$ cat src/common/gdc_map.svh
// register offsets, opcodes, field positions, sizes and mode codes for the command unit
`ifndef GDC_MAP_SVH
`define GDC_MAP_SVH
`define GDC_OP_SET_ORIGIN   6'h01
`define GDC_OP_PREG_WRITE   6'h02
`define GDC_OP_PREG_READ    6'h03
`define GDC_OP_PTN_WRITE    6'h06
`define GDC_OP_PTN_READ     6'h07
`define GDC_OP_DMA_READ     6'h09
`define GDC_OP_DMA_WRITE    6'h0A
`define GDC_OP_DMA_MODIFY   6'h0B
`define GDC_OP_MSB          15
`define GDC_OP_LSB          10
`define GDC_RN_MSB          4
`define GDC_PRA_MSB         3
`define GDC_MM_MSB          1
`define GDC_SCR_MSB         15
`define GDC_SCR_LSB         14
`define GDC_HI_MSB          7
`define GDC_LOW_MSB         15
`define GDC_LOW_LSB         4
`define GDC_DOT_MSB         3
`define GDC_PREG_COUNT      32
`define GDC_PTN_DEPTH       16
`define GDC_MASK_REG        5'h00
`define GDC_MM_REPLACE      2'h0
`define GDC_MM_OR           2'h1
`define GDC_MM_AND          2'h2
`define GDC_MM_EOR          2'h3
`define GDC_SCR_UPPER       2'h0
`define GDC_SCR_BASE        2'h1
`define GDC_SCR_LOWER       2'h2
`define GDC_SCR_WINDOW      2'h3
`endif

$ cat src/common/gdc_pkg.sv
// types shared by the command unit
package gdc_pkg;
	typedef enum logic [8:0] {
		ST_IDLE  = 9'h001,
		ST_PAR1  = 9'h002,
		ST_PAR2  = 9'h004,
		ST_PTNW  = 9'h008,
		ST_PTNR  = 9'h010,
		ST_DREQ  = 9'h020,
		ST_FBRD  = 9'h040,
		ST_FBWR  = 9'h080,
		ST_DONE  = 9'h100
	} gdc_state_t;
	typedef enum logic [1:0] {
		SCR_UPPER  = 2'h0,
		SCR_BASE   = 2'h1,
		SCR_LOWER  = 2'h2,
		SCR_WINDOW = 2'h3
	} gdc_screen_t;
endpackage : gdc_pkg

$ cat src/rtl/gdc_axis_walk.sv
// one axis of a rectangle scan: extent from a signed word, direction and last-word flag
`timescale 1ns/1ps
module gdc_axis_walk
	import gdc_pkg::*;
(
	input  wire logic        sys_clk,   // system clock
	input  wire logic        srst,      // synchronous reset
	input  wire logic        load,      // take a new extent
	input  wire logic [15:0] extentIn,  // signed extent parameter
	input  wire logic        step,      // advance one word
	output logic             negDir,    // scan runs backwards
	output logic             atLast     // current position is the last
);
	logic [15:0] remain_r;
	// width is |param|+1: remaining steps equals |param|
	always_ff @(posedge sys_clk) begin
		if (srst) begin
			remain_r <= 16'h0000;
			negDir   <= 1'b0;
		end else if (load) begin
			negDir   <= extentIn[15];
			remain_r <= extentIn[15] ? 16'(-extentIn) : extentIn;
		end else if (step) begin
			remain_r <= (remain_r == 16'h0000) ? 16'h0000 : 16'(remain_r - 16'h0001);
		end
	end
	assign atLast = (remain_r == 16'h0000);
endmodule : gdc_axis_walk

$ cat src/rtl/gdc_cmd_unit.sv
// command interpreter: origin, parameter registers, pattern memory, dma block moves
`timescale 1ns/1ps
`include "gdc_map.svh"
module gdc_cmd_unit
	import gdc_pkg::*;
(
	input  wire logic        sys_clk,      // system clock
	input  wire logic        srst,         // synchronous reset
	input  wire logic        byteHost,     // host bus is 8 bits wide
	input  wire logic [15:0] cmdData,      // command or parameter word
	input  wire logic        cmdValid,     // word offered
	output logic             cmdReady,     // word accepted this cycle
	input  wire logic [1:0]  rwScreenIn,   // read-write pointer screen preset
	input  wire logic [19:0] rwAddrIn,     // read-write pointer address preset
	input  wire logic        rwLoad,       // load read-write pointer preset
	output logic [15:0]      fifoData,     // word pushed to read FIFO
	output logic             fifoPush,     // push strobe
	input  wire logic        fifoFull,     // read FIFO cannot take a word
	output logic             dmaReq,       // request to external dma controller
	input  wire logic        dmaAckPin,    // acknowledge, async pin
	input  wire logic [15:0] dmaWrData,    // word from host memory
	output logic [15:0]      dmaRdData,    // word toward host memory
	output logic [19:0]      fbAddr,       // frame buffer word address
	output logic [1:0]       fbScreen,     // frame buffer screen
	output logic             fbRead,       // frame buffer read strobe
	output logic             fbWrite,      // frame buffer write strobe
	output logic [15:0]      fbWrData,     // frame buffer write word
	input  wire logic [15:0] fbRdData,     // frame buffer read word, next cycle
	output logic             dmaMode,      // dma transfer mode active
	output logic             busy,         // command in progress
	output logic [1:0]       drawScreen,   // origin screen
	output logic [19:0]      drawAddr,     // drawing pointer word address
	output logic [3:0]       drawDot,      // drawing pointer dot position
	output logic [19:0]      curPointer    // current pointer
);
	gdc_state_t  state_r;
	logic [5:0]  op_r;
	logic [4:0]  field_r;
	logic [15:0] par1_r;
	logic [15:0] count_r;
	logic [3:0]  ptnAddr_r;
	logic        ptnLowByte_r;
	logic [15:0] ptnHold_r;
	logic [15:0] preg_r [`GDC_PREG_COUNT];
	logic [15:0] ptnMem_r [`GDC_PTN_DEPTH];
	logic [19:0] rwAddr_r;
	logic [1:0]  rwScreen_r;
	logic [19:0] lineStart_r;
	logic        ackMeta_r, ackSync_r, ackOld_r;
	logic        ackRise;
	logic        xLoad, yLoad, xStep, yStep, xNeg, yNeg, xLast, yLast;
	logic        wordTake;
	logic        fbRdValid_r;
	logic [15:0] memWidth;
	logic [15:0] maskWord;
	logic [15:0] mergeWord;

	assign wordTake = cmdValid & cmdReady;
	assign memWidth = preg_r[5'h01];  // row pitch in words for vertical steps
	assign maskWord = preg_r[`GDC_MASK_REG];
	assign ackRise  = ackSync_r & ~ackOld_r;

	// acknowledge pin: two flops, then edge detect on the second
	always_ff @(posedge sys_clk) begin
		if (srst) begin
			ackMeta_r <= 1'b0;
			ackSync_r <= 1'b0;
			ackOld_r  <= 1'b0;
		end else begin
			ackMeta_r <= dmaAckPin;
			ackSync_r <= ackMeta_r;
			ackOld_r  <= ackSync_r;
		end
	end

	// rectangle extents, one walker per axis
	assign xLoad = (state_r == ST_PAR1) & wordTake & op_r[3];
	assign yLoad = (state_r == ST_PAR2) & wordTake & op_r[3];
	gdc_axis_walk uXWalk (
		.sys_clk  (sys_clk),
		.srst     (srst),
		.load     (xLoad | yStep),
		.extentIn (xLoad ? cmdData : par1_r),
		.step     (xStep),
		.negDir   (xNeg),
		.atLast   (xLast)
	);
	gdc_axis_walk uYWalk (
		.sys_clk  (sys_clk),
		.srst     (srst),
		.load     (yLoad),
		.extentIn (cmdData),
		.step     (yStep),
		.negDir   (yNeg),
		.atLast   (yLast)
	);

	// modify merge: mode picks operation, mask limits changed bits
	always_comb begin
		logic [15:0] opWord;
		opWord = dmaWrData;
		unique case (field_r[`GDC_MM_MSB:0])
			`GDC_MM_REPLACE: opWord = dmaWrData;
			`GDC_MM_OR:      opWord = fbRdData | dmaWrData;
			`GDC_MM_AND:     opWord = fbRdData & dmaWrData;
			`GDC_MM_EOR:     opWord = fbRdData ^ dmaWrData;
		endcase
		mergeWord = (opWord & maskWord) | (fbRdData & ~maskWord);
	end

	// word completes on its frame buffer write, or for a dma read when acked in request phase
	logic wordDone;
	assign wordDone = (state_r == ST_FBWR) ||
		((state_r == ST_DREQ) && ackRise && op_r == `GDC_OP_DMA_READ);
	assign xStep = wordDone & ~xLast;
	assign yStep = wordDone & xLast & ~yLast;

	// command sequencer
	always_ff @(posedge sys_clk) begin
		if (srst) begin
			state_r      <= ST_IDLE;
			op_r         <= 6'h00;
			field_r      <= 5'h00;
			par1_r       <= 16'h0000;
			count_r      <= 16'h0000;
			ptnAddr_r    <= 4'h0;
			ptnLowByte_r <= 1'b0;
		end else begin
			unique case (state_r)
				ST_IDLE: if (wordTake) begin
					op_r         <= cmdData[`GDC_OP_MSB:`GDC_OP_LSB];
					field_r      <= cmdData[`GDC_RN_MSB:0];
					ptnAddr_r    <= cmdData[`GDC_PRA_MSB:0];
					ptnLowByte_r <= 1'b0;
					state_r      <= (cmdData[`GDC_OP_MSB:`GDC_OP_LSB] == `GDC_OP_PREG_READ)
						? ST_DONE : ST_PAR1;
				end
				ST_PAR1: if (wordTake) begin
					par1_r  <= cmdData;
					count_r <= cmdData;
					unique case (op_r)
						`GDC_OP_PREG_WRITE: state_r <= ST_DONE;
						`GDC_OP_PTN_WRITE:  state_r <= (cmdData == 16'h0000) ? ST_IDLE : ST_PTNW;
						`GDC_OP_PTN_READ:   state_r <= (cmdData == 16'h0000) ? ST_IDLE : ST_PTNR;
						default:            state_r <= ST_PAR2;
					endcase
				end
				ST_PAR2: if (wordTake) begin
					state_r <= op_r[3] ? ST_DREQ : ST_IDLE;
				end
				ST_PTNW: if (wordTake) begin
					count_r <= 16'(count_r - 16'h0001);
					if (byteHost)
						ptnLowByte_r <= ~ptnLowByte_r;
					if (!byteHost || ptnLowByte_r)
						ptnAddr_r <= 4'(ptnAddr_r + 4'h1);
					if (count_r == 16'h0001)
						state_r <= ST_IDLE;
				end
				ST_PTNR: if (!fifoFull) begin
					count_r <= 16'(count_r - 16'h0001);
					if (byteHost)
						ptnLowByte_r <= ~ptnLowByte_r;
					if (!byteHost || ptnLowByte_r)
						ptnAddr_r <= 4'(ptnAddr_r + 4'h1);
					if (count_r == 16'h0001 || (byteHost && count_r == 16'h0000))
						state_r <= ST_IDLE;
				end
				ST_DREQ: if (ackRise) begin
					if (op_r == `GDC_OP_DMA_READ)
						state_r <= (xLast && yLast) ? ST_IDLE : ST_FBRD;
					else
						state_r <= ST_FBRD;
				end
				ST_FBRD: if (op_r == `GDC_OP_DMA_READ)
					state_r <= ST_DREQ;
				else if (fbRdValid_r)
					state_r <= ST_FBWR;
				ST_FBWR: state_r <= (xLast && yLast) ? ST_IDLE : ST_DREQ;
				ST_DONE: if (!(op_r == `GDC_OP_PREG_READ && fifoFull))
					state_r <= ST_IDLE;
			endcase
		end
	end

	// parameter registers and the origin command
	always_ff @(posedge sys_clk) begin
		if (srst) begin
			for (int i = 0; i < `GDC_PREG_COUNT; i++)
				preg_r[i] <= 16'h0000;
			drawScreen <= `GDC_SCR_UPPER;
			drawAddr   <= 20'h00000;
			drawDot    <= 4'h0;
			curPointer <= 20'h00000;
		end else begin
			if (state_r == ST_PAR1 && wordTake && op_r == `GDC_OP_PREG_WRITE)
				preg_r[field_r] <= cmdData;
			if (state_r == ST_PAR2 && wordTake && op_r == `GDC_OP_SET_ORIGIN) begin
				drawScreen <= par1_r[`GDC_SCR_MSB:`GDC_SCR_LSB];
				drawAddr   <= {par1_r[`GDC_HI_MSB:0], cmdData[`GDC_LOW_MSB:`GDC_LOW_LSB]};
				drawDot    <= cmdData[`GDC_DOT_MSB:0];
				curPointer <= 20'h00000;
			end
		end
	end

	// pattern memory writes; word assembled from two bytes on a byte host
	always_ff @(posedge sys_clk) begin
		if (srst) begin
			ptnHold_r <= 16'h0000;
		end else if (state_r == ST_PTNW && wordTake) begin
			if (byteHost && !ptnLowByte_r)
				ptnHold_r <= {cmdData[7:0], 8'h00};
			else if (byteHost)
				ptnMem_r[ptnAddr_r] <= {ptnHold_r[15:8], cmdData[7:0]};
			else
				ptnMem_r[ptnAddr_r] <= cmdData;
		end
	end

	// read FIFO pushes from register read and pattern read
	always_ff @(posedge sys_clk) begin
		if (srst) begin
			fifoPush <= 1'b0;
			fifoData <= 16'h0000;
		end else begin
			fifoPush <= 1'b0;
			if (state_r == ST_DONE && op_r == `GDC_OP_PREG_READ && !fifoFull) begin
				fifoPush <= 1'b1;
				fifoData <= preg_r[field_r];
			end else if (state_r == ST_PTNR && !fifoFull) begin
				fifoPush <= 1'b1;
				fifoData <= !byteHost ? ptnMem_r[ptnAddr_r] :
					ptnLowByte_r ? {8'h00, ptnMem_r[ptnAddr_r][7:0]}
					             : {8'h00, ptnMem_r[ptnAddr_r][15:8]};
			end
		end
	end

	// read-write pointer walk; ends on the rectangle's last word
	always_ff @(posedge sys_clk) begin
		if (srst) begin
			rwAddr_r    <= 20'h00000;
			rwScreen_r  <= `GDC_SCR_UPPER;
			lineStart_r <= 20'h00000;
		end else if (rwLoad && state_r == ST_IDLE) begin
			rwAddr_r    <= rwAddrIn;
			rwScreen_r  <= rwScreenIn;
			lineStart_r <= rwAddrIn;
		end else if (state_r == ST_PAR2 && wordTake && op_r[3]) begin
			lineStart_r <= rwAddr_r;
		end else if (xStep) begin
			rwAddr_r <= xNeg ? 20'(rwAddr_r - 20'h1) : 20'(rwAddr_r + 20'h1);
		end else if (yStep) begin
			rwAddr_r    <= yNeg ? 20'(lineStart_r - {4'h0, memWidth})
			                    : 20'(lineStart_r + {4'h0, memWidth});
			lineStart_r <= yNeg ? 20'(lineStart_r - {4'h0, memWidth})
			                    : 20'(lineStart_r + {4'h0, memWidth});
		end
		// last word leaves no step, so pointer rests on the end address
	end

	// frame buffer address and screen follow the pointer; idle they show the end address
	always_ff @(posedge sys_clk) begin
		if (srst) begin
			fbAddr   <= 20'h00000;
			fbScreen <= `GDC_SCR_UPPER;
		end else begin
			fbAddr   <= rwAddr_r;
			fbScreen <= rwScreen_r;
		end
	end

	// frame buffer strobes; the read word comes back one cycle after the strobe,
	// so a write waits for it instead of merging whatever the bus last held
	always_ff @(posedge sys_clk) begin
		if (srst) begin
			fbRead      <= 1'b0;
			fbRdValid_r <= 1'b0;
			fbWrite     <= 1'b0;
			fbWrData    <= 16'h0000;
		end else begin
			// read ahead so the word is ready before the first acknowledge
			fbRead      <= (state_r == ST_PAR2 && wordTake && op_r == `GDC_OP_DMA_READ) ||
				(state_r == ST_FBRD && op_r == `GDC_OP_DMA_READ) ||
				(state_r == ST_DREQ && ackRise && op_r != `GDC_OP_DMA_READ);
			fbRdValid_r <= fbRead;
			fbWrite     <= (state_r == ST_FBRD) && fbRdValid_r &&
				(op_r != `GDC_OP_DMA_READ);
			fbWrData    <= (op_r == `GDC_OP_DMA_MODIFY) ? mergeWord : dmaWrData;
		end
	end

	// dma side: the outgoing word is latched from the returned read before the
	// acknowledge rises, and the request drops once the acknowledge edge is seen
	always_ff @(posedge sys_clk) begin
		if (srst) begin
			dmaReq    <= 1'b0;
			dmaRdData <= 16'h0000;
		end else begin
			if (fbRdValid_r && op_r == `GDC_OP_DMA_READ)
				dmaRdData <= fbRdData;
			// an acknowledge still high from the last word must not start a new one
			dmaReq <= (state_r == ST_DREQ) && !ackRise && !ackSync_r;
		end
	end

	// status levels and the host word handshake
	always_ff @(posedge sys_clk) begin
		if (srst) begin
			dmaMode  <= 1'b0;
			busy     <= 1'b0;
			cmdReady <= 1'b0;
		end else begin
			dmaMode <= (state_r == ST_DREQ) || (state_r == ST_FBRD) || (state_r == ST_FBWR);
			busy    <= (state_r != ST_IDLE);
			// ready pulses at most every other cycle, so one offered word is
			// never taken twice; during dma the host is held off
			cmdReady <= !cmdReady && (state_r == ST_IDLE || state_r == ST_PAR1 ||
				state_r == ST_PAR2 || state_r == ST_PTNW);
		end
	end
endmodule : gdc_cmd_unit

$ cat config.mk
export PLATFORM = sky130hd
export DESIGN_NAME = gdc_cmd_unit
export DESIGN_NICKNAME = d
export VERILOG_FILES = /design/src/common/gdc_pkg.sv /design/src/rtl/gdc_axis_walk.sv /design/src/rtl/gdc_cmd_unit.sv
export VERILOG_INCLUDE_DIRS = /design/src /design/src/common
export SDC_FILE = /design/constraint.sdc
export NUM_CORES = 2
export LEC_CHECK = 0
export BUFFER_PORTS_ARGS = -buffer_cell sky130_fd_sc_hd__buf_4
export CAP_MARGIN = 30
export CORE_ASPECT_RATIO = 0.9
export CORE_MARGIN = 3
export CORE_UTILIZATION = 60
export CTS_CLUSTER_DIAMETER = 50
export DETAILED_ROUTE_END_ITERATION = 16
export GPL_TIMING_DRIVEN = 0
export PLACE_DENSITY = 0.86
export RECOVER_POWER = 100
export SETUP_SLACK_MARGIN = 0.15
export SYNTH_ARGS = -nofsm -noshare
export SYNTH_HDL_FRONTEND = slang
export SYNTH_HIERARCHICAL = 1
export SYNTH_SLANG_ARGS = --single-unit
export TNS_END_PERCENT = 20
$ cat constraint.sdc
create_clock -name sys_clk -period 9.4 [get_ports sys_clk]
set_input_delay 0.94 -clock sys_clk [delete_from_list [all_inputs] [get_ports sys_clk]]
set_output_delay 0.94 -clock sys_clk [all_outputs]
set_load 0.01 [all_outputs]
# After elaboration in Yosys (flattened, before gate mapping)
# Memories as Yosys holds them, arrays and structs flattened. A register that Yosys moved wholly into a read port is not among the register bits.
# Cells that the tools add are included.
[classes]
addsub = 10
mul = 0
div = 0
n_lt_le_gt_ge = 0
eq_ne = 35
shift = 0
n_mux = 83
n_bitwise = 22
n_reduce_logical = 62
[ops]
columns = ["cell", "count"]
rows = [
  ["16-bit 2-to-1 mux", 18],
  ["20-bit 2-to-1 mux", 9],
  ["9-bit 2-to-1 mux", 12],
  ["9-bit one-hot mux with 9 select lines", 1],
  ["16-bit logical NOT", 4],
  ["16-bit one-hot mux with 4 select lines", 1],
  ["16-bit AND", 3],
  ["16-bit one-hot mux with 3 select lines", 1],
  ["16-bit by 1-bit subtractor with 16-bit output, second input constant", 3],
  ["16-bit negation", 2],
  ["16-bit OR", 2],
  ["4-bit 2-to-1 mux", 7],
  ["9-bit one-hot mux with 3 select lines", 1],
  ["1-bit logical AND", 25],
  ["1-bit 2-to-1 mux", 22],
  ["20-bit by 1-bit adder with 20-bit output, second input constant", 1],
  ["20-bit by 16-bit adder with 20-bit output", 1],
  ["5-bit 2-to-1 mux", 4],
  ["2-bit inequality test, second input constant", 10],
  ["20-bit by 1-bit subtractor with 20-bit output, second input constant", 1],
  ["20-bit by 16-bit subtractor with 20-bit output", 1],
  ["6-bit by 2-bit equality test with 1-bit output, second input constant", 3],
  ["16-bit by 1-bit equality test with 1-bit output, second input constant", 1],
  ["16-bit inverter", 1],
  ["other kinds (36)", 78],
]
[word_totals]
ff_bits = 248
latch_bits = 0
mem_bits_rw = 768
romBits = 0
inputBits = 77
output_inout_bits = 123
elab_cells = 248
n_memories = 2
[memory_table]
columns = ["name", "words", "word_bits", "read_ports", "rd_ports_with_merged_regs", "write_ports", "line_no", "source"]
rows = [
  ["preg_r", 32, 16, 3, 1, 32, "gdc_cmd_unit.sv:44", "logic [15:0] preg_r [`GDC_PREG_COUNT];"],
  ["ptnMem_r", 16, 16, 1, 1, 1, "gdc_cmd_unit.sv:45", "logic [15:0] ptnMem_r [`GDC_PTN_DEPTH];"],
]

# Longest topological paths before layout
[logic_depth]
word_depth = 11
ltp_mapped = 16
ltp_nobuf = 16

# By module
# The synthesis kept the hierarchy.
[by_module_without_submodules]
columns = ["module", "instances", "cells_per_inst", "area_per_inst_um2", "seq_area_each_um2"]
rows = [
  ["gdc_cmd_unit", 1, 3450, 46205.6, 27526.4],
  ["gdc_axis_walk", 2, 162, 1316.3, 340.3],
]

# Worst setup path before layout
# Ideal clock, no wire load.
[synth_timing]
path_kind = "reg-to-reg"
from = "memory preg_r[1][0]"
to = "register rwAddr_r[17]"
setup_ns = 0.064
t_arrival_ns = 3.824
required_time_ns = 9.336
slack_ns = 5.512
path_stages_with_launch = 17
n_path_buf = 0
synth_period_minus_slack_ns = 3.888
cell_sequence = "edfxtp_1 -> inv_1 -> ha_1 -> nand2b_1 -> or4_1 -> nor2_1 -> a21oi_1 -> xnor2_1 -> ha_1 -> a211o_1 -> a211oi_1 -> a211oi_1 -> o31a_1 -> or3_1 -> and4_1 -> a311o_1 -> nor2_1"
[synth_lines]
columns = ["element", "line_no", "source"]
rows = [
  ["start: declaration", "gdc_cmd_unit.sv:44", ""],
  ["end signal: assignment", "gdc_cmd_unit.sv:247", "rwAddr_r <= rwAddrIn;"],
  ["end signal: assignment", "gdc_cmd_unit.sv:253", "rwAddr_r <= xNeg ? 20'(rwAddr_r - 20'h1) : 20'(rwAddr_r + 20'h1);"],
  ["end signal: assignment", "gdc_cmd_unit.sv:255", "rwAddr_r <= yNeg ? 20'(lineStart_r - {4'h0, memWidth})"],
  ["end: declaration", "gdc_cmd_unit.sv:46", "logic [19:0] rwAddr_r;"],
]

# Final worst setup path
[layout_timing]
from = "register uXWalk.remain_r[0]"
to = "register uXWalk.remain_r[7]"
[layout_between]
word_cells_on_any_way = 11
classes_between = "add/sub (1); mux (3); bitwise (5); reduce/logical (2)"
[layout_lines]
columns = ["element", "line_no", "source"]
rows = [
  ["start: declaration", "gdc_axis_walk.sv:14", "logic [15:0] remain_r;"],
  ["start signal: assignment", "gdc_axis_walk.sv:22", "remain_r <= extentIn[15] ? 16'(-extentIn) : extentIn;"],
  ["start signal: assignment", "gdc_axis_walk.sv:24", "remain_r <= (remain_r == 16'h0000) ? 16'h0000 : 16'(remain_r - 16'h0001);"],
  ["16-bit logical NOT", "gdc_axis_walk.sv:27", "assign atLast = (remain_r == 16'h0000);"],
  ["named net xLast", "gdc_cmd_unit.sv:51", "logic xLoad, yLoad, xStep, yStep, xNeg, yNeg, xLast, yLast;"],
  ["1-bit inverter", "gdc_cmd_unit.sv:115", "assign xStep = wordDone & ~xLast;"],
  ["1-bit AND", "gdc_cmd_unit.sv:115", ""],
  ["named net xStep", "gdc_cmd_unit.sv:51", ""],
  ["2-bit nonzero test (no line)", "n/a", ""],
]
# The timed path passes the listed nets, and every way through them passes these cells. The select of a mux whose other input is x is not followed.
# A chain may end at the register's enable or synchronous reset.

==> summary.md <==
| Metric | Value |
|---|---|
| Post-synth top area cell | `edfxtp_1` |
| Post-Syn Area | `48,840 sq um` |
| Post-route ant nets | `0` |
| Critical Path Start Type | `flip-flop` |
| Final worst-path cycle share | `0.5583` |
| Share of layout cells above drive strength 1 | `0.1370` |
| Net count reported at finish | `4,264` |
| Hold Path Depth | `1` |
| Share of the synthesized area in the top cell type | `0.4722` |
| Hold_buf cts | `0` |
| Worst hold path type | `flip-flop to flip-flop` |
| Die width | `306.7 um` |
| WP data arrival | `5.83 ns` |
| Initial core utilization | `0.6099` |
| Leakage | `0.01857 uW` |
| Final Hold Viols | `0` |
| Maxcap violations | `14` |
| First-pass GRT wire length | `211.7 mm` |
| IO Pins | `200` |
| TritonCTS buffer count | `98` |
| Residual DRC | `0` |
| FF-to-FF setup slack | `4.15 ns` |
| Vias | `34,730` |
| Total setup buffers inserted after CTS | `0` |
| Synth area leaders | `edfxtp_1 47%, mux4_2 11%, dfxtp_1 11%` |
| Core ar. | `80,070 sq um` |
| Async SR Flop Fraction | `0` |
| Pin count of the biggest net entering global routing | `25` |
| Final wirelength | `142.7 mm` |
| Status | `complete, but fails checks` |
| #FFs+latches synth | `1,025` |
| Synth Area in XOR/XNOR | `0.01327` |
| Htree depth | `3` |
| Vias in the first global route | `34,060` |
| Yosys cell types | `94` |
| Dpl hpwl | `98.87 mm` |
| Most numerous cell in the Yosys netlist | `edfxtp_1` |
| Syn Inst Count | `3,774` |
| Post-Synth Simple-Gate Area | `0.1513` |
| CP Max Fanout | `12` |
| Crit. End Element | `flip-flop` |
| Max Slew Vio Count | `238` |
| Synth Flop Type | `edfxtp_1` |
| Routed vias/inst | `6.626` |
| Area growth, synth to finish | `11.94%` |
| Initial antenna violation count | `6` |
| Post-synth EDFFs | `768` |
| Setup_tns | `0 ns` |
| Clk_skew | `0.04330 ns` |
| Crit path launch | `uXWalk/remain_r[0]` |
| Main combinational cell family by area after synthesis | `simple AND/OR/NAND/NOR gates` |
| Worst-Skew Late Latency | `0.71 ns` |
| Clock Path Buffers | `3` |
| Post-Place Setup Slack | `4.843 ns` |
| Synth Area in Adders | `0.02132` |
| RD Place Congestion | `0.9908` |
| # fillers | `5,272` |
| Final Worst Setup Slack | `4.152 ns` |
| Worst-Margin Slew | `1.693 ns` |
| Pwr/cell area | `197.8 nW/um^2` |
| Worst-path clk slew | `0.07 ns` |
| Layout Utilization | `0.6828` |
| Die Footprint | `84,860 sq um` |
| Sequential fraction of the synthesis area | `0.5776` |
| Reg2reg start | `uXWalk/remain_r[0]` |
| Compound-cell area share of the yosys netlist | `0.07074` |
| Placed Cells incl. Taps | `5,044` |
| DR WL/cell | `27.21 um` |
| Post-route insts no fill | `5,242` |
| Setup-failing EPs final | `0` |
| First-pass detailed-route iteration total | `8` |
| Avg Synthesized Cell Area | `12.94 sq um` |
| CTS tree | `done` |
| Min Tclk post-route | `5.248 ns` |
| Total Routing Usage GR | `0.3325` |
| Worst reg2reg path endpoint | `uXWalk/remain_r[7]` |
| Multiplexer area fraction after synthesis | `0.1343` |
| Port Buf Inserts | `178` |
| Hold endpoint | `ackSync_r` |
| Slew headroom | `-0.1325` |
| Grt total ovfl | `0` |
| Post-synth top cells | `768 x edfxtp_1, 521 x and2_1, 257 x dfxtp_1, 247 x nor2_1, 240 x mux4_2` |
| RSZ-0062 raised after global routing | `no` |
| Post-cts resize count | `0` |
| Fmax | `190.5 MHz` |
| Failing checks | `max-capacitance violations, max-slew violations` |
| Peak supply drop | `203.3 uV` |
| Required @ worst endpoint | `9.98 ns` |
| Clock Sinks | `1,025` |
| FP Rows | `98` |
| Min-delay src | `ackMeta_r` |
| CP Class | `flip-flop to flip-flop` |
| Cells on worst reg2reg path | `15` |
| Die extent in y | `276.7 um` |
| Clk Tree Root Cell | `clkbuf_16` |
| Drt initial violations | `4,977` |
| YS warnings | `6` |
layer usage:
layer | wire length, um | global-route usage
met3 | 18650 | 0.08312
met2 | 64580 | 0.5122
met4 | 8722 | 0.1733
met5 | 44 | 0
met1 | 50660 | 0.4405
cell usage in the layout, fill, tap and decap left out, drive strengths merged, types with 61 or more instances in the layout:
cell,count
buf,153
o21ai,72
dfxtp,257
nor2,255
mux4,240
ha,80
nand3,61
nor3,71
clkbuf,469
inv,85
mux2i,77
nand2,215
and2,523
a21oi,175
edfxtp,768
critical path, stage by stage, from the launching register on:
cell and delay, ns:
dfxtp_1 0.39, inv_1 0.08, ha_1 0.23, nor3b_1 0.21, and2_0 0.29, nand3_1 0.35, inv_1 0.33, or3_1 0.44
clkbuf_1 0.25, inv_1 0.37, clkbuf_1 0.49, clkbuf_1 0.45, inv_1 0.26, nor3_1 0.54, nor3_1 0.09, a2111oi_0 0.35
worst max path at each step:
stage                          endpoint  cells after the start  slack [ns]
floorplan                  rwAddr_r[17]                     16        5.51
global placement         ptnMem_r[0][6]                      7        4.62
detailed placement  uXWalk/remain_r[12]                     11        4.84
CTS                  uYWalk/remain_r[7]                     14        4.86
global route         uXWalk/remain_r[7]                     12        3.89
finish               uXWalk/remain_r[7]                     15        4.15
logic make-up after synthesis:
family,after synthesis
adder cells (fa/ha/maj),82
multiplexers,351
XOR/XNOR,74
flip-flops,1025
AO/OA/AOI/OAI,521
other,1
buffers and inverters,371
AND/OR/NAND/NOR,1349
report_power, final:
part	internal (uW)	switching (uW)	total (uW)
logic	581	991	1570
registers	5010	113	5120
clock network	2280	1840	4120
total	7870	2940	10800
flip-flops by register name (all words and copies together) (netlist names), 6 cells and up, named ones only:
name,cells
uXWalk/remain_r,16
fbWrData,16
lineStart_r,20
ptnHold_r,8
uYWalk/remain_r,16
drawAddr,20
preg_r,512
count_r,16
op_r,6
rwAddr_r,20
fifoData,16
state_r,9
ptnMem_r,256
dmaRdData,16
fbAddr,20
par1_r,16
cell type report:
class | count | area, sq um | share of cell area
Clock inverter | 67 | 770.7 | 0.01410
Multi-Input combinational cell | 2397 | 19000 | 0.3475
Clock buffer | 117 | 2582 | 0.04724
Inverter | 78 | 292.8 | 0.005355
Buffer | 293 | 1192 | 0.02181
Timing Repair Buffer | 212 | 1306 | 0.02389
Sequential cell | 1025 | 28210 | 0.5159
Antenna cell | 3 | 7.507 | 0.0001373
Tap cell | 1050 | 1314 | 0.02403
metrics by stage:
stage / total power (uW) / cell area [sq um] / hold WS, ns
after floorplan: 6186 / 48910 / 0.4138
after global placement: 6663 / 51560 / 0.4335
after detailed placement: 6725 / 51940 / 0.4315
after CTS: 10770 / 55290 / 0.4476
after global routing: 11080 / 54660 / 0.4582
final: 10810 / 54670 / 0.4408
Note: power is estimated with default switching activity, not from simulation.
